===== config.mk =====
export PLATFORM = sky130hd
export DESIGN_NAME = buck_channel_config_regs
export DESIGN_NICKNAME = d
export VERILOG_FILES = /design/src/buck_cfg_pkg.sv /design/src/off_time_rom.sv /design/src/buck_channel_config_regs.sv
export VERILOG_INCLUDE_DIRS = /design/src
export SDC_FILE = /design/constraint.sdc
export NUM_CORES = 1
export LEC_CHECK = 0
export ABC_AREA = 1
export BUFFER_PORTS_ARGS = -buffer_cell sky130_fd_sc_hd__buf_2
export CORE_MARGIN = 2
export CORE_UTILIZATION = 50
export DETAILED_ROUTE_END_ITERATION = 12
export PLACE_DENSITY = 0.71
export SYNTH_ARGS = -nofsm -noshare
export SYNTH_HDL_FRONTEND = slang
export SYNTH_SLANG_ARGS = --single-unit

===== constraint.sdc =====
create_clock -name core_clk -period 2.13 [get_ports core_clk]
set_clock_uncertainty 0.05 [all_clocks]
set_input_delay 0.213 -clock core_clk [delete_from_list [all_inputs] [get_ports core_clk]]
set_output_delay 0.213 -clock core_clk [all_outputs]
set_load 0.02 [all_outputs]

===== src/buck_cfg_map.svh =====
// Register offsets, field positions, reset values and scaling constants of the buck configuration.
`ifndef BUCK_CFG_MAP_SVH
`define BUCK_CFG_MAP_SVH

`define ADDR_WIDTH            5
`define DATA_WIDTH            10

`define ADDR_NOP              5'h00
`define ADDR_PEAK_VALUE1      5'h01
`define ADDR_PEAK_VALUE2      5'h02
`define ADDR_PEAK_RANGE       5'h03
`define ADDR_OFF_TIME         5'h04
`define ADDR_CONTROL          5'h05

`define PEAK_VALUE_MSB        8
`define RANGE_LS1_LOW_BIT     7
`define RANGE_LS2_LOW_BIT     6
`define RANGE_CH1_MSB         5
`define RANGE_CH1_LSB         3
`define RANGE_CH2_MSB         2
`define RANGE_CH2_LSB         0

`define OFF_TIME_CH1_MSB      9
`define OFF_TIME_CH1_LSB      5
`define OFF_TIME_CH2_MSB      4
`define OFF_TIME_CH2_LSB      0

`define CTRL_OFFSET_DIS1_BIT  9
`define CTRL_OFFSET_DIS2_BIT  8
`define CTRL_SLOW_SLOPE_BIT   7
`define CTRL_OC_PERSIST_MSB   6
`define CTRL_OC_PERSIST_LSB   5
`define CTRL_FAILSAFE_MSB     4
`define CTRL_FAILSAFE_LSB     2
`define CTRL_CH1_ENABLE_BIT   1
`define CTRL_CH2_ENABLE_BIT   0

`define RESET_PEAK_VALUE      9'h000
`define RESET_PEAK_RANGE      8'h00
`define RESET_OFF_TIME        10'h000
`define RESET_CONTROL         10'h000

`define PEAK_BASE_OFFSET      14'h0049
`define OC_COUNT_MAX          3'h7
`define OFF_TIME_WIDTH        13

`endif


===== src/buck_cfg_pkg.sv =====
// Types shared by the buck configuration register bank and its off-time table.
`include "buck_cfg_map.svh"

package buck_cfg_pkg;

    typedef enum logic [2:0] {
        RANGE1 = 3'h0,
        RANGE2 = 3'h1,
        RANGE3 = 3'h2,
        RANGE4 = 3'h3,
        RANGE5 = 3'h4
    } peak_range_t;

    typedef logic [`ADDR_WIDTH-1:0]     reg_addr_t;
    typedef logic [`DATA_WIDTH-1:0]     reg_data_t;
    typedef logic [`OFF_TIME_WIDTH-1:0] off_time_t;
    typedef logic [13:0]                peak_level_t;

endpackage


===== src/off_time_rom.sv =====
// Two-port table of off-time times coil-voltage products, in units of 0.01 us*V.
`timescale 1ns/1ps
`default_nettype none

module off_time_rom
    import buck_cfg_pkg::*;
(
    // Clock and control
    input  wire logic       core_clk,
    input  wire logic       clkEnable,
    input  wire logic       rst,
    // Lookup ports
    input  wire logic [4:0] codeA,
    input  wire logic [4:0] codeB,
    output var  off_time_t  productA,
    output var  off_time_t  productB
);

    typedef struct packed {
        off_time_t productA;
        off_time_t productB;
    } rom_state_t;

    rom_state_t state_q;
    rom_state_t state_d;

    // Decreasing table so that the ripple current stays constant across coil voltages.
    function automatic off_time_t lookup(input logic [4:0] code);
        case (code)
            5'h00: lookup = 13'h1388;
            5'h01: lookup = 13'h1220;
            5'h02: lookup = 13'h10D6;
            5'h03: lookup = 13'h0FA0;
            5'h04: lookup = 13'h0E7E;
            5'h05: lookup = 13'h0D7A;
            5'h06: lookup = 13'h0C80;
            5'h07: lookup = 13'h0B9A;
            5'h08: lookup = 13'h0AC8;
            5'h09: lookup = 13'h0A00;
            5'h0A: lookup = 13'h094C;
            5'h0B: lookup = 13'h08A2;
            5'h0C: lookup = 13'h0802;
            5'h0D: lookup = 13'h076C;
            5'h0E: lookup = 13'h06EA;
            5'h0F: lookup = 13'h0668;
            5'h10: lookup = 13'h05F0;
            5'h11: lookup = 13'h0582;
            5'h12: lookup = 13'h051E;
            5'h13: lookup = 13'h04C4;
            5'h14: lookup = 13'h046A;
            5'h15: lookup = 13'h041A;
            5'h16: lookup = 13'h03CF;
            5'h17: lookup = 13'h0389;
            5'h18: lookup = 13'h0349;
            5'h19: lookup = 13'h030C;
            5'h1A: lookup = 13'h02D5;
            5'h1B: lookup = 13'h02A1;
            5'h1C: lookup = 13'h0271;
            5'h1D: lookup = 13'h0244;
            5'h1E: lookup = 13'h021A;
            default: lookup = 13'h01F4;
        endcase
    endfunction

    always_comb begin
        state_d          = state_q;
        state_d.productA = lookup(codeA);
        state_d.productB = lookup(codeB);
    end

    always_ff @(posedge core_clk) begin
        if (rst) begin
            state_q <= '0;
        end else if (clkEnable) begin
            state_q <= state_d;
        end
    end

    assign productA = state_q.productA;
    assign productB = state_q.productB;

endmodule // off_time_rom

`default_nettype wire


===== src/buck_channel_config_regs.sv =====
// Configuration register bank for the two buck LED current regulator channels.
//
// Overview of operation
// - Channel 2 low-side pre-driver runs at low LED voltage only when its bit is set.
// - Channel 1 range codes 000 to 100 select ranges 1 to 5.
// - A written channel 1 range waits until the channel 1 peak value is written.
// - Channel 2 range codes 000 to 100 select ranges 1 to 5.
// - A written channel 2 range waits until the channel 2 peak value is written.
// - Off-time register: channel 1 code in bits 9:5, channel 2 in 4:0, reset zero.
// - Each off-time code picks a decreasing product, 50.0 down to 5.00 us*V.
// - Control register: offset disables 9 and 8, slow slope 7, persistence 6:5, etc.
// - Channel 1 comparator offset cancellation runs unless its disable bit is set.
// - Channel 2 comparator offset cancellation runs unless its disable bit is set.
// - High-side switches use slow slopes when the slope bit is set.
// - Over-current is flagged after persisting more than persistence code plus one periods.
// - Channel 1 regulator runs only while its enable bit is set.
// - The 9-bit peak value is scaled by the currently active range.
`timescale 1ns/1ps
`default_nettype none

`include "buck_cfg_map.svh"

module buck_channel_config_regs
    import buck_cfg_pkg::*;
(
    // Clock, clock enable and reset
    input  wire logic   core_clk,
    input  wire logic   clkEnable,
    input  wire logic   rst,
    // Register access port from the serial interface engine
    input  wire logic   regWrite,
    input  wire logic   regRead,
    input  wire logic [`ADDR_WIDTH-1:0] regAddr,
    input  wire logic [`DATA_WIDTH-1:0] regWrData,
    output var  logic [`DATA_WIDTH-1:0] regRdData,
    output var  logic   regRdValid,
    // Analog status levels, asynchronous to core_clk
    input  wire logic   ledVoltageLow1,
    input  wire logic   ledVoltageLow2,
    input  wire logic   overcurrentRaw1,
    input  wire logic   overcurrentRaw2,
    // Switching period ends from the regulator timing logic
    input  wire logic   switchPeriodEnd1,
    input  wire logic   switchPeriodEnd2,
    // Channel 1 controls
    output var  logic   channel1Run,
    output var  logic   lowside1PredriverOn,
    output var  logic   offsetCancel1Run,
    output var  peak_range_t activeRange1,
    output var  peak_level_t peakLevel1,
    output var  off_time_t   offTimeProduct1,
    output var  logic   overcurrentFlag1,
    // Channel 2 controls
    output var  logic   channel2Run,
    output var  logic   lowside2PredriverOn,
    output var  logic   offsetCancel2Run,
    output var  peak_range_t activeRange2,
    output var  peak_level_t peakLevel2,
    output var  off_time_t   offTimeProduct2,
    output var  logic   overcurrentFlag2,
    // Shared controls
    output var  logic   highsideSlowSlope,
    output var  logic [2:0] failsafeSelect
);

    typedef struct packed {
        logic [`PEAK_VALUE_MSB:0] peakValue1;
        logic [`PEAK_VALUE_MSB:0] peakValue2;
        logic [7:0]               rangeReg;
        logic [`DATA_WIDTH-1:0]   offTime;
        logic [`DATA_WIDTH-1:0]   control;
        peak_range_t              active1;
        peak_range_t              active2;
        peak_level_t              level1;
        peak_level_t              level2;
        logic [2:0]               ocCount1;
        logic [2:0]               ocCount2;
        logic                     ocFlag1;
        logic                     ocFlag2;
        logic                     lowside1On;
        logic                     lowside2On;
        logic [3:0]               syncStage1;
        logic [3:0]               syncStage2;
        logic [`DATA_WIDTH-1:0]   rdData;
        logic                     rdValid;
    } regs_state_t;

    regs_state_t state_q;
    regs_state_t state_d;

    ////////////////////////////////////////////////////////////////////////////////////////////

    // Codes 101 to 111 have no defined range; they saturate at the largest one.
    function automatic peak_range_t decodeRange(input logic [2:0] code);
        case (code)
            3'h0:    decodeRange = RANGE1;
            3'h1:    decodeRange = RANGE2;
            3'h2:    decodeRange = RANGE3;
            3'h3:    decodeRange = RANGE4;
            default: decodeRange = RANGE5;
        endcase
    endfunction

    // Level in units of the range 1 step; each range doubles the step and the offset.
    function automatic peak_level_t scalePeak(input logic [`PEAK_VALUE_MSB:0] value,
                                              input peak_range_t range);
        peak_level_t base;
        base      = {5'h00, value} + `PEAK_BASE_OFFSET;
        scalePeak = base << range;
    endfunction

    // Counts switching periods with over-current present; a period without it restarts.
    function automatic logic [2:0] nextOcCount(input logic [2:0] count,
                                               input logic       periodEnd,
                                               input logic       overcurrent);
        if (!periodEnd) begin
            nextOcCount = count;
        end else if (!overcurrent) begin
            nextOcCount = 3'h0;
        end else if (count == `OC_COUNT_MAX) begin
            nextOcCount = count;
        end else begin
            nextOcCount = count + 3'h1;
        end
    endfunction

    ////////////////////////////////////////////////////////////////////////////////////////////

    logic [1:0] ocPersist;
    logic [2:0] ocLimit;
    logic [2:0] pendingRange1;
    logic [2:0] pendingRange2;

    assign ocPersist     = state_q.control[`CTRL_OC_PERSIST_MSB:`CTRL_OC_PERSIST_LSB];
    assign ocLimit       = {1'b0, ocPersist} + 3'h1;
    assign pendingRange1 = state_q.rangeReg[`RANGE_CH1_MSB:`RANGE_CH1_LSB];
    assign pendingRange2 = state_q.rangeReg[`RANGE_CH2_MSB:`RANGE_CH2_LSB];

    always_comb begin
        state_d = state_q;

        // Two-stage synchronisers: bit order {ledLow2, ledLow1, oc2, oc1}.
        state_d.syncStage1 = {ledVoltageLow2, ledVoltageLow1, overcurrentRaw2, overcurrentRaw1};
        state_d.syncStage2 = state_q.syncStage1;

        // Register writes; the range field only stores a pending choice.
        if (regWrite) begin
            if (regAddr == `ADDR_PEAK_VALUE1) begin
                state_d.peakValue1 = regWrData[`PEAK_VALUE_MSB:0];
                state_d.active1    = decodeRange(pendingRange1);
            end else if (regAddr == `ADDR_PEAK_VALUE2) begin
                state_d.peakValue2 = regWrData[`PEAK_VALUE_MSB:0];
                state_d.active2    = decodeRange(pendingRange2);
            end else if (regAddr == `ADDR_PEAK_RANGE) begin
                state_d.rangeReg   = regWrData[7:0];
            end else if (regAddr == `ADDR_OFF_TIME) begin
                state_d.offTime    = regWrData;
            end else if (regAddr == `ADDR_CONTROL) begin
                state_d.control    = regWrData;
            end
        end

        // Peak levels follow the stored value and the active range.
        state_d.level1 = scalePeak(state_d.peakValue1, state_d.active1);
        state_d.level2 = scalePeak(state_d.peakValue2, state_d.active2);

        // Low-side pre-drivers at low LED voltage.
        state_d.lowside1On = state_q.syncStage2[2] & state_q.rangeReg[`RANGE_LS1_LOW_BIT];
        state_d.lowside2On = state_q.syncStage2[3]
                           & state_q.rangeReg[`RANGE_LS2_LOW_BIT];

        // Over-current persistence.
        state_d.ocCount1 = nextOcCount(state_q.ocCount1, switchPeriodEnd1, state_q.syncStage2[0]);
        state_d.ocCount2 = nextOcCount(state_q.ocCount2, switchPeriodEnd2, state_q.syncStage2[1]);
        state_d.ocFlag1  = state_d.ocCount1 > ocLimit;
        state_d.ocFlag2  = state_d.ocCount2 > ocLimit;

        // Read data are registered; unmapped and no-operation addresses read zero.
        state_d.rdValid = regRead;
        if (regRead) begin
            if (regAddr == `ADDR_PEAK_VALUE1) begin
                state_d.rdData = {1'b0, state_q.peakValue1};
            end else if (regAddr == `ADDR_PEAK_VALUE2) begin
                state_d.rdData = {1'b0, state_q.peakValue2};
            end else if (regAddr == `ADDR_PEAK_RANGE) begin
                state_d.rdData = {2'h0, state_q.rangeReg};
            end else if (regAddr == `ADDR_OFF_TIME) begin
                state_d.rdData = state_q.offTime;
            end else if (regAddr == `ADDR_CONTROL) begin
                state_d.rdData = state_q.control;
            end else begin
                state_d.rdData = '0;
            end
        end
    end

    // Reset wins over the clock enable so that power-on always lands in a known state.
    always_ff @(posedge core_clk) begin
        if (rst) begin
            state_q          <= '0;
            state_q.rangeReg <= `RESET_PEAK_RANGE;
            state_q.offTime  <= `RESET_OFF_TIME;
            state_q.control  <= `RESET_CONTROL;
            state_q.active1  <= RANGE1;
            state_q.active2  <= RANGE1;
            state_q.level1   <= `PEAK_BASE_OFFSET;
            state_q.level2   <= `PEAK_BASE_OFFSET;
        end else if (clkEnable) begin
            state_q <= state_d;
        end
    end

    ////////////////////////////////////////////////////////////////////////////////////////////

    off_time_rom offTimeTable (
        .core_clk  (core_clk),
        .clkEnable (clkEnable),
        .rst       (rst),
        .codeA     (state_q.offTime[`OFF_TIME_CH1_MSB:`OFF_TIME_CH1_LSB]),
        .codeB     (state_q.offTime[`OFF_TIME_CH2_MSB:`OFF_TIME_CH2_LSB]),
        .productA  (offTimeProduct1),
        .productB  (offTimeProduct2)
    );

    ////////////////////////////////////////////////////////////////////////////////////////////

    assign regRdData           = state_q.rdData;
    assign regRdValid          = state_q.rdValid;

    assign channel1Run         = state_q.control[`CTRL_CH1_ENABLE_BIT];
    assign channel2Run         = state_q.control[`CTRL_CH2_ENABLE_BIT];
    assign offsetCancel1Run    = ~state_q.control[`CTRL_OFFSET_DIS1_BIT];
    assign offsetCancel2Run    = ~state_q.control[`CTRL_OFFSET_DIS2_BIT];
    assign highsideSlowSlope   = state_q.control[`CTRL_SLOW_SLOPE_BIT];
    assign failsafeSelect      = state_q.control[`CTRL_FAILSAFE_MSB:`CTRL_FAILSAFE_LSB];

    assign lowside1PredriverOn = state_q.lowside1On;
    assign lowside2PredriverOn = state_q.lowside2On;
    assign activeRange1        = state_q.active1;
    assign activeRange2        = state_q.active2;
    assign peakLevel1          = state_q.level1;
    assign peakLevel2          = state_q.level2;
    assign overcurrentFlag1    = state_q.ocFlag1;
    assign overcurrentFlag2    = state_q.ocFlag2;

endmodule // buck_channel_config_regs

`default_nettype wire


==> metrics.md, run 1 <==
| Metric | Value |
|---|---|
| Max Buffers Root-to-Sink | `2` |
| Delay-heaviest family, CP | `simple AND/OR/NAND/NOR gates` |
| Setup slack, reg-to-reg | `0.14 ns` |
| Aggregate global-route resource usage | `28.0%` |
| Critical R2R Launch | `state_q[23]$_SDFFE_PP0P_` |
| Diode count | `0` |
| Setup ws final | `0.145 ns` |
| First-pass GRT wire length | `39900 um` |
| Die area | `0.0176 mm^2` |
| CP startpoint kind | `flop` |
| Worst reg2reg path depth | `12` |
| # H-tree levels | `4` |
| Worst-skew pair later-pin latency | `0.42 ns` |
| RSZ-0062 raised after global routing | `yes` |
| 1st-iter DRT viols | `761` |
| Mapped Nets | `1303` |
| P_leak | `4.59 nW` |
| Mean post-synth cell area | `6.63 um^2` |
| Initial antenna violation count | `0` |
| CTS buffer count | `17` |
| Max-slew headroom | `55.8%` |
| PwrDens | `736 mW/mm^2` |
| Top post-synthesis cells by area | `dfxtp_1 33%, nand2_1 13%, o21ai_0 7.1%` |
| Die width | `133 um` |
| Post-synthesis instance total | `1250` |
| Num rows | `47` |
| Max Slew Vio Count | `0` |
| Routed wire per std cell | `15.8 um` |
| Worst setup startpoint | `state_q[23]$_SDFFE_PP0P_` |
| Die Span Y | `133 um` |
| Max_cap viols | `0` |
| Outcome | `finished clean` |
| Fmax | `504 MHz` |
| DR DRC count | `0` |
| CP Class | `flop to flop` |
| Clk root buf | `clkbuf_16` |
| Crit-path cells | `ha_1 > nand2_1 > nand2_1 > inv_1 > or2_2 > o211ai_1 > inv_1 > ha_1 > nand2_1 > o21ai_1 > nand2_1 > a21oi_1` |
| Post-Syn Area | `0.00828 mm^2` |
| Crit path capture | `overcurrentFlag2$_SDFFE_PP0P_` |
| CTS Sinks | `135` |
| Post-synth ARST share | `0%` |
| Layout cells sized above 1 | `18.8%` |
| DRT antenna net count | `0` |
| Flops & latches, synth | `135` |
| Pre-CTS WS | `-0.0927 ns` |
| Min Tclk post-route | `1.99 ns` |
| Crit-path slowest cell | `dfxtp_2` |
| Final HPWL DP | `18300 um` |
| Top-area cell type share of the netlist area | `32.6%` |
| DR vias/cell | `5.48` |
| Arrival @ worst endpoint | `2.29 ns` |
| Clock-pin transition on the worst setup and hold timing paths | `0.06 ns` |
| Final Cycle Share | `93.2%` |
| Initial core utilization | `50.5%` |
| Setup Fix Bufs, Post-CTS | `0` |
| Cell repeated most along the worst path | `nand2_1` |
| Final setup violation count | `0` |
| HP Start | `regWrData[7]` |
| Largest net degree at the start of global routing | `61` |
| Hold/Removal Path Class | `primary input to flop` |
| FILL cells | `1638` |
| Total negative slack | `0 ns` |
| Most area-hungry cell type in the Yosys netlist | `dfxtp_1` |
| TritonCTS clock tree | `yes` |
| Final number of hold-violating endpoints | `0` |
| Global route overflow | `0` |
| I/O pins | `109` |
| Register area share after synthesis | `32.6%` |
| Worst R2R End | `overcurrentFlag2$_SDFFE_PP0P_` |
| Final Util | `59.0%` |
| Gpl congestion | `0.970` |
| Least-Margin Pin Slew | `0.647 ns` |
| PortBufs | `108` |
| P&R area growth vs syn | `16.9%` |
| Buf/Inv on CP | `2` |
| Max incr delay on CP | `0.36 ns` |
| Ys Warns | `0` |
| Crit end category | `flop` |
| Vias in the first global route | `8005` |
| Total core area | `0.0164 mm^2` |
| Largest vdd supply drop | `0.574 mV` |
| WP depth | `12` |
| Worst Path Max Fanout | `4` |
| Worst EP required | `2.43 ns` |
| Ys flop type | `dfxtp_1` |
| Via Count | `8569` |
| Nets | `1383` |
| EDFF count, synth | `0` |
| Drt first pass iters | `6` |
| Yosys cell types | `50` |
| Final Routed Wirelength | `24700 um` |
synth_stat cells (2+ instances only):
cell type,number
a21boi_1,2
o311ai_0,3
ha_1,27
inv_1,123
buf_1,5
o21ai_2,4
nor2_2,7
nand4_1,12
a22oi_1,4
o21ai_1,12
nand3_1,103
nor2_1,84
o221ai_1,9
a2111oi_0,2
inv_2,7
or2_2,9
nand3_2,7
a21oi_1,108
o22ai_1,12
buf_6,3
a31oi_1,11
nand4_4,2
o21ai_0,118
a21boi_0,2
buf_2,10
o211ai_1,16
clkbuf_1,45
a21o_1,2
dfxtp_1,135
a32oi_1,2
nor3_1,10
nand2_1,285
nand2_2,3
buf_4,48
clkinv_1,3
metal layers:
metal	vias up	wire length [um]	share of wire [%]	global-route usage, %
met3	41	1410	5.7	3.87
met4	0	514	2.1	8.96
met2	300	12200	49	49.1
li1	4282	-	-	-
met1	3946	10600	43	35.4
met5	-	0	0	0
layout make-up:
class,count,area [um^2],share of cell area [%]
Timing Repair Buffer,172,1080,11.2
Clock inverter,12,196,2.03
Multi-Input combinational cell,870,4450,46.0
Tap cell,220,275,2.84
Clock buffer,20,467,4.82
Inverter,134,504,5.21
Sequential cell,135,2710,28.0
repair_timing:
item                                   in CTS  in global routing
hold buffers                                4                  0
setup endpoints to repair                   0                  2
endpoints found under the hold margin       4                  0
gates resized for setup                     0                  7
state kept, by name, summed over array words and instances (netlist names), 2 cells and up:
signal / cells
state_q: 42
peakLevel1: 14
peakLevel2: 14
offTimeTable.productA: 13
offTimeTable.productB: 13
regRdData: 10
state_d: 4
activeRange1: 3
activeRange2: 3
failsafeSelect: 3
pendingRange1: 3
pendingRange2: 3
ocPersist: 2
worst reg2reg max path, delay by kind of cell (launching register included):
kind / cells / cell delay, ns
buffers and inverters: 2 / 0.14
adders and majority gates: 2 / 0.47
AOI/OAI and AO/OA: 3 / 0.37
DFF: 1 / 0.36
and+or+nand+nor: 5 / 0.54
cells by family after synthesis:
logic type	synth area share, %
AO/OA/AOI/OAI	21.4
XOR/XNOR	0.211
adder cells (fa/ha/maj)	4.08
buffers and inverters	13.7
flip-flops	32.6
AND/OR/NAND/NOR	27.9
cell usage in the layout, fill, tap and decap left out, types with 14 or more instances in the layout:
cell	instances
inv_1	122
nand2_1	285
nand3_1	103
nor2_1	84
dfxtp_1	132
o21ai_0	116
buf_4	56
clkbuf_16	17
ha_1	26
o21ai_1	14
o211ai_1	16
buf_2	108
a21oi_1	107
worst min-delay path by stage:
| stage | slack, ns | to | cells past startpoint |
|---|---|---|---|
| 2_1_floorplan | 0.30 | state_d[11]$_SDFFE_PP0P_ | 2 |
| 3_3_place_gp | 0.38 | state_d[11]$_SDFFE_PP0P_ | 3 |
| 3_5_place_dp | 0.40 | state_d[11]$_SDFFE_PP0P_ | 3 |
| 4_1_cts | 0.06 | state_q[90]$_SDFFE_PP0P_ | 3 |
| 5_1_grt | 0.1 | state_q[90]$_SDFFE_PP0P_ | 3 |
| 6_report | 0.06 | state_q[90]$_SDFFE_PP0P_ | 3 |
stage by stage:
step	cell area [um^2]	total power (W)	hold WS, ns	std cells
after global routing	9680	0.00739	0.0958	1563
after detailed placement	8970	0.00381	0.398	1527
final	9680	0.00712	0.0554	1563
after CTS	9670	0.00713	0.0552	1563
after floorplan	8280	0.00353	0.298	1250
after global placement	8970	0.00380	0.384	1527
report_power, final:
part | switching, W | internal, W | total (W)
sequential | 0.0000663 | 0.00265 | 0.00272
combinational | 0.000701 | 0.000364 | 0.00106
clock | 0.00117 | 0.00217 | 0.00334
total | 0.00194 | 0.00518 | 0.00712
Note: power is estimated with default switching activity, not from simulation.
==> inputs of run 2 (changes only) <==
Settings changed: CELL_PAD_IN_SITES_DETAIL_PLACEMENT from default to 0, CELL_PAD_IN_SITES_GLOBAL_PLACEMENT from default to 2, CORE_UTILIZATION 50 to 32, PLACE_DENSITY 0.71 to default, PLACE_DENSITY_LB_ADDON from default to 0.1.
==> run 2 against run 1 <==
  * Register-to-register slack better by 0.02 ns
  * Worst setup slack gained 0.016 ns
  * Clock power down 2%
  * Critical path depth fell by 6
  * Die area up 54%
  * Critical path type unchanged
  * Largest power group unchanged
  * Highest routed layer unchanged
==> metrics.md, run 2 (synthesis gave the netlist of run 1 again) <==
| Metric | Value |
|---|---|
| Initial core utilization | `32.7% (was 50.5%)` |
| CP Class | `flop to flop (unchanged)` |
| # H-tree levels | `4 (unchanged)` |
| PwrDens | `716 mW/mm^2 (was 736 mW/mm^2)` |
| Drt first pass iters | `5 (was 6)` |
| Switching part of the total | `28.3% (was 27.2%)` |
| CTS buffer count | `17 (unchanged)` |
| Largest net degree at the start of global routing | `62 (was 61)` |
| Vias in the first global route | `8108 (was 8005)` |
| Aggregate global-route resource usage | `21.4% (was 28.0%)` |
| Worst EP required | `2.36 ns (was 2.43 ns)` |
| Max incr delay on CP | `0.57 ns (was 0.36 ns)` |
| Layout cells sized above 1 | `19.6% (was 18.8%)` |
| Crit end category | `flop (unchanged)` |
| Buf/Inv on CP | `1 (was 2)` |
| Final setup violation count | `0 (unchanged)` |
| DR DRC count | `0 (unchanged)` |
| Fmax | `508 MHz (was 504 MHz)` |
| Delay-heaviest family, CP | `simple AND/OR/NAND/NOR gates (unchanged)` |
| P_leak | `4.67 nW (was 4.59 nW)` |
| Setup Fix Bufs, Post-CTS | `0 (unchanged)` |
| Outcome | `finished clean (unchanged)` |
| Crit-path cells | `inv_1 > or2_2 > nand2_1 > nand2_1 > a221oi_1 > nor2_1 (was ha_1 > nand2_1 > nand2_1 > inv_1 > or2_2 > o211ai_1 > inv_1 > ha_1 > nand2_1 > o21ai_1 > nand2_1 > a21oi_1)` |
| Final number of hold-violating endpoints | `0 (unchanged)` |
| Worst Path Max Fanout | `12 (was 4)` |
| Nets | `1402 (was 1383)` |
| Diode count | `0 (unchanged)` |
| Routed wire per std cell | `16.9 um (was 15.8 um)` |
| Seq pwr share | `38.3% (was 38.1%)` |
| Final Cycle Share | `92.5% (was 93.2%)` |
| Cell area after layout | `0.00991 mm^2 (was 0.00968 mm^2)` |
| Final hold slack | `0.0584 ns (was 0.0554 ns)` |
| Global route overflow | `0 (unchanged)` |
| Clock network power share | `46.1% (was 46.9%)` |
| Hold/Removal Path Class | `primary input to flop (unchanged)` |
| Max Slew Vio Count | `0 (unchanged)` |
| Die width | `165 um (was 133 um)` |
| Final Routed Wirelength | `28600 um (was 24700 um)` |
| Max reg flops | `42 (unchanged)` |
| DRT antenna net count | `0 (unchanged)` |
| Met2 GRT Util | `36.3% (was 49.1%)` |
| Logic pwr share | `15.6% (was 15.0%)` |
| RSZ-0062 raised after global routing | `no (was yes)` |
| GR peak layer | `met2 (unchanged)` |
| P&R area growth vs syn | `19.6% (was 16.9%)` |
| Met3 Resource Use GR | `3.09% (was 3.87%)` |
| I/O pins | `109 (unchanged)` |
| TritonCTS clock tree | `yes (unchanged)` |
| Total core area | `0.0253 mm^2 (was 0.0164 mm^2)` |
| DR vias/cell | `4.98 (was 5.48)` |
| Biggest register | `state_q (unchanged)` |
| 1st-iter DRT viols | `585 (was 761)` |
| Commonest cells after routing, fill and taps aside | `285 x nand2_1, 133 x dfxtp_1, 122 x inv_1, 117 x o21ai_0 (was 285 x nand2_1, 132 x dfxtp_1, 122 x inv_1, 116 x o21ai_0, 108 x buf_2)` |
| First-pass GRT wire length | `45000 um (was 39900 um)` |
| Die area | `0.0272 mm^2 (was 0.0176 mm^2)` |
| Cell repeated most along the worst path | `nand2_1 (unchanged)` |
| Gpl congestion | `0.883 (was 0.970)` |
| Min Tclk post-route | `1.97 ns (was 1.99 ns)` |
| PortBufs | `108 (unchanged)` |
| Largest vdd supply drop | `0.382 mV (was 0.574 mV)` |
| Via Count | `8423 (was 8569)` |
| Worst-skew pair later-pin latency | `0.41 ns (was 0.42 ns)` |
| Most common cell after layout, fill and taps aside | `nand2_1 (unchanged)` |
| Internal | `0.00509 W (was 0.00518 W)` |
| Least-Margin Pin Slew | `0.732 ns (was 0.647 ns)` |
| Num rows | `58 (was 47)` |
| Placed cell areas | `0.00923 mm^2 (was 0.00897 mm^2)` |
| Max-slew headroom | `50.0% (was 55.8%)` |
| Crit-path slowest cell | `dfxtp_1 (was dfxtp_2)` |
| Max Buffers Root-to-Sink | `2 (unchanged)` |
| Net Switching | `0.00201 W (was 0.00194 W)` |
| Arrival @ worst endpoint | `2.20 ns (was 2.29 ns)` |
| Routing usage on met1 | `28.8% (was 35.4%)` |
| CP startpoint kind | `flop (unchanged)` |
| Final HPWL DP | `21600 um (was 18300 um)` |
| Die Span Y | `165 um (was 133 um)` |
| Clock-pin transition on the worst setup and hold timing paths | `0.06 ns (about the same)` |
| Max_cap viols | `0 (unchanged)` |
| Clk root buf | `clkbuf_16 (unchanged)` |
| Initial antenna violation count | `0 (unchanged)` |
| CTS Sinks | `135 (unchanged)` |
run 2: cell count changes in the layout (fill, tap and decap cells not counted), sizes merged:
cell    delta
clkbuf     +1
inv        -1
buf       +19
bufinv     -1
clkinv     +1
run 2: metal layers:
layer  part of all wire, %  vias up
met5                     0        -
met4                   1.1        0
met3                   3.5       19
met2                    47      167
met1                    49     3913
li1                      -     4324
run 2: final cells by class:
class | count | area [um^2]
clock buffer | 21 | 470
clock inverter | 11 | 170
inverter | 134 | 505
tap | 330 | 413
sequential | 135 | 2710
multi-input combinational | 870 | 4450
timing repair buffer | 191 | 1200
fill | 2802 | 15400
run 2: final timing paths:
| path | slack [ns] | from | end | cells after the start |
|---|---|---|---|---|
| setup reg to reg | 0.16 | state_q[80]$_SDFFE_PP0P_ | offTimeTable.productA[8]$_SDFFE_PP0P_ | 6 |
| hold / removal | 0.06 | regWrData[7] | state_q[90]$_SDFFE_PP0P_ | 3 |
| hold reg to reg | 0.41 | offTimeTable.productB[0]$_SDFFE_PP0P_ | offTimeTable.productB[0]$_SDFFE_PP0P_ | 2 |
| setup / recovery | 0.16 | state_q[80]$_SDFFE_PP0P_ | offTimeTable.productA[8]$_SDFFE_PP0P_ | 6 |
run 2: power by group through the flow:
stage | registers (W) | clock network [W] | logic, W
after CTS | 0.00272 | 0.00335 | 0.00112
after floorplan | 0.00278 | 0 | 0.000743
after detailed placement | 0.00277 | 0 | 0.00111
after global routing | 0.00273 | 0.00345 | 0.00124
after global placement | 0.00277 | 0 | 0.00110
final | 0.00272 | 0.00327 | 0.00111
run 2: through the flow:
stage          total power, W  worst slack (ns)  utilization, %  TNS (ns)  cells
5_1_grt               0.00742            0.0154            39.1         0   1692
2_1_floorplan         0.00353             0.200               -         0   1250
3_5_place_dp          0.00388            -0.125            36.4     -1.21   1656
3_3_place_gp          0.00387           -0.0968            36.4    -0.758   1656
4_1_cts               0.00718             0.110            39.1         0   1692
6_report              0.00709             0.160            39.1         0   1692
run 2: what timing repair did:
action | 4_1_cts | 5_1_grt
hold buffers | 4 | 0
endpoints found under the hold margin | 4 | 0
gates resized for setup | 0 | 3
setup endpoints to repair | 0 | 2
run 2: worst min-delay path: cells and delay by family:
family	cells	cell delay [ns]
AOI/OAI and AO/OA	2	0.17
buffers and inverters	1	0.09
==> inputs of run 3 (changes only) <==
Settings changed: CORE_ASPECT_RATIO from default to 2.
==> run 3 against run 2 <==
  * Combinational power grew 6%
  * Cell count up 1.8%
  * Hold slack gained 0.0079 ns
  * Critical path depth rose by 2
  * Register-to-register slack got worse by 0.02 ns
  * Sequential power is essentially flat
  * Global-route usage is 2.9 points higher
  * Design area is 2.3% higher
  * Sequential share of layout area is 0.58 points lower
  * Clock power barely moved
  * First-iteration DRC count decreased by 23%
  * Largest power group unchanged
==> metrics.md, run 3 (synthesis gave the netlist of run 1 again) <==
| Metric | Value |
|---|---|
| Area taken by multi-input logic gates | `0.00446 mm^2 (was 0.00445 mm^2)` |
| Largest vdd supply drop | `0.541 mV (was 0.382 mV)` |
| Nets | `1422 (was 1402)` |
| Num rows | `83 (was 58)` |
| Worst R2R End | `offTimeTable.productA[8]$_SDFFE_PP0P_ (unchanged)` |
| Drt first pass iters | `5 (unchanged)` |
| Hold/Removal Path Class | `primary input to flop (unchanged)` |
| Aggregate global-route resource usage | `24.3% (was 21.4%)` |
| First-pass GRT wire length | `49800 um (was 45000 um)` |
| Initial antenna violation count | `0 (unchanged)` |
| Crit path capture | `offTimeTable.productA[8]$_SDFFE_PP0P_ (unchanged)` |
| TritonCTS clock tree | `yes (unchanged)` |
| Max reg flops | `42 (unchanged)` |
| Setup slack, reg-to-reg | `0.14 ns (was 0.16 ns)` |
| Routed wire per std cell | `18.9 um (was 16.9 um)` |
| PortBufs | `108 (unchanged)` |
| Clock-pin transition on the worst setup and hold timing paths | `0.06 ns (about the same)` |
| Fmax | `502 MHz (was 508 MHz)` |
| Switching part of the total | `28.9% (was 28.3%)` |
| Final setup violation count | `0 (unchanged)` |
| Final Cycle Share | `93.6% (was 92.5%)` |
| Max-slew headroom | `51.9% (was 50.0%)` |
| CP Class | `flop to flop (unchanged)` |
| Internal | `0.00508 W (was 0.00509 W)` |
| Largest net degree at the start of global routing | `71 (was 62)` |
| Via Count | `8686 (was 8423)` |
| CTS buffer count | `17 (unchanged)` |
| Die area | `0.0273 mm^2 (was 0.0272 mm^2)` |
| Worst setup startpoint | `state_q[78]$_SDFFE_PP0P_ (was state_q[80]$_SDFFE_PP0P_)` |
| I/O pins | `109 (unchanged)` |
| Final number of hold-violating endpoints | `0 (unchanged)` |
| Storage element area | `0.00271 mm^2 (about the same)` |
| Die Span Y | `232 um (was 165 um)` |
| CTS Sinks | `135 (unchanged)` |
| PwrDens | `706 mW/mm^2 (was 716 mW/mm^2)` |
| Arrival @ worst endpoint | `2.27 ns (was 2.20 ns)` |
| Max_cap viols | `0 (unchanged)` |
| RSZ-0062 raised after global routing | `no (unchanged)` |
| FILL cells | `2882 (was 2802)` |
| Commonest cells after routing, fill and taps aside | `285 x nand2_1, 131 x dfxtp_1, 122 x inv_1, 116 x o21ai_0, 108 x buf_2 (was 285 x nand2_1, 133 x dfxtp_1, 122 x inv_1, 117 x o21ai_0)` |
| DR vias/cell | `5.04 (was 4.98)` |
| # H-tree levels | `4 (unchanged)` |
| Final HPWL DP | `25700 um (was 21600 um)` |
| Die width | `118 um (was 165 um)` |
| Max Buffers Root-to-Sink | `2 (unchanged)` |
| DR DRC count | `0 (unchanged)` |
| Layout cells sized above 1 | `21.1% (was 19.6%)` |
| Diode count | `0 (unchanged)` |
| Least-Margin Pin Slew | `0.718 ns (was 0.732 ns)` |
| Biggest register | `state_q (unchanged)` |
| Max Slew Vio Count | `0 (unchanged)` |
| Logic pwr share | `16.5% (was 15.6%)` |
| Final hold slack | `0.0663 ns (was 0.0584 ns)` |
| P_leak | `4.77 nW (was 4.67 nW)` |
| Worst-skew pair later-pin latency | `0.45 ns (was 0.41 ns)` |
| Hold path depth | `3 (unchanged)` |
| Seq pwr share | `38.0% (was 38.3%)` |
| Net Switching | `0.00207 W (was 0.00201 W)` |
| P&R area growth vs syn | `22.3% (was 19.6%)` |
| CP startpoint kind | `flop (unchanged)` |
| Clk root buf | `clkbuf_16 (unchanged)` |
| Initial core utilization | `32.4% (was 32.7%)` |
| Clock network power share | `45.5% (was 46.1%)` |
| DRT antenna net count | `0 (unchanged)` |
| Worst EP required | `2.41 ns (was 2.36 ns)` |
| Most common cell after layout, fill and taps aside | `nand2_1 (unchanged)` |
| Worst reg2reg path depth | `8 (was 6)` |
| Crit end category | `flop (unchanged)` |
| 1st-iter DRT viols | `453 (was 585)` |
| Gpl congestion | `0.904 (was 0.883)` |
| Final Routed Wirelength | `32600 um (was 28600 um)` |
| Critical R2R Launch | `state_q[78]$_SDFFE_PP0P_ (was state_q[80]$_SDFFE_PP0P_)` |
| Total negative slack | `0 ns (unchanged)` |
| Outcome | `finished clean (unchanged)` |
| Min Tclk post-route | `1.99 ns (was 1.97 ns)` |
| Worst Path Max Fanout | `5 (was 12)` |
| Global route overflow | `0 (unchanged)` |
| Total core area | `0.0255 mm^2 (was 0.0253 mm^2)` |
| Vias in the first global route | `8816 (was 8108)` |
[run 3: cell types whose count changed in the layout (fill, tap and decap cells not counted), sizes merged]
| cell | before | now |
|---|---|---|
| buf | 187 | 207 |
| clkinv | 7 | 8 |
| clkinvlp | 3 | 2 |
[run 3: layer usage]
metal | track usage (%) | vias to the layer above | wire, um
met1 | 21.1 | 4066 | 10700
met3 | 3.64 | 69 | 856
met4 | 12.2 | 0 | 1370
li1 | - | 4354 | -
met5 | 0 | - | 0
met2 | 51.6 | 197 | 19700
[run 3: timing repair]
action                                  in CTS  in global routing
endpoints found under the hold margin        4                  0
gates resized for setup                      0                  9
buffers inserted                             0                  2
hold buffers                                 4                  0
endpoints found under the setup margin       0                  2
[run 3: through the flow]
step / setup slack, ns / std cells / utilization [%] / instance area, um^2 / total power [W]
finish: 0.137 / 1722 / 39.7 / 10100 / 0.00715
global route: 0.00241 / 1722 / 39.7 / 10100 / 0.00746
CTS: 0.0626 / 1720 / 39.5 / 10100 / 0.00725
detailed placement: -0.194 / 1684 / 36.9 / 9420 / 0.00395
global placement: -0.194 / 1684 / 36.9 / 9420 / 0.00395
floorplan: 0.200 / 1250 / - / 8280 / 0.00353
[run 3: power by group through the flow]
| stage | combinational (W) | sequential (W) | clock, W |
|---|---|---|---|
| 6_report | 0.00118 | 0.00272 | 0.00325 |
| 3_5_place_dp | 0.00117 | 0.00278 | 0 |
| 4_1_cts | 0.00118 | 0.00272 | 0.00335 |
| 5_1_grt | 0.00130 | 0.00273 | 0.00343 |
| 3_3_place_gp | 0.00117 | 0.00277 | 0 |
| 2_1_floorplan | 0.000743 | 0.00278 | 0 |
[run 3: worst min path at each step]
stage                                from                    endpoint  slack, ns
final                        regWrData[7]    state_q[90]$_SDFFE_PP0P_       0.07
after detailed placement   ledVoltageLow1    state_d[13]$_SDFFE_PP0P_       0.40
after CTS                    regWrData[7]    state_q[90]$_SDFFE_PP0P_       0.06
after global placement     ledVoltageLow1    state_d[13]$_SDFFE_PP0P_       0.39
after global routing                  rst  peakLevel2[3]$_SDFFE_PP1P_       0.08
after floorplan           overcurrentRaw1    state_d[11]$_SDFFE_PP0P_       0.30
[run 3: worst max-delay path, cell delays in order (launching register included)]
cell      delay (ns)
dfxtp_1         0.32
inv_1           0.12
ha_1            0.27
nor2_1          0.35
nor2_1          0.13
nand2_1         0.18
nand2_1         0.11
a221oi_1        0.29
nor2_1          0.06
[run 3: layout make-up]
class / count / area share, %
clock buffers: 21 / 4.54
inverters: 134 / 4.99
multi-input cells: 870 / 44.1
repair buffers: 211 / 13.8
flip-flops and latches: 135 / 26.7
well taps: 340 / 4.20
clock inverters: 11 / 1.69
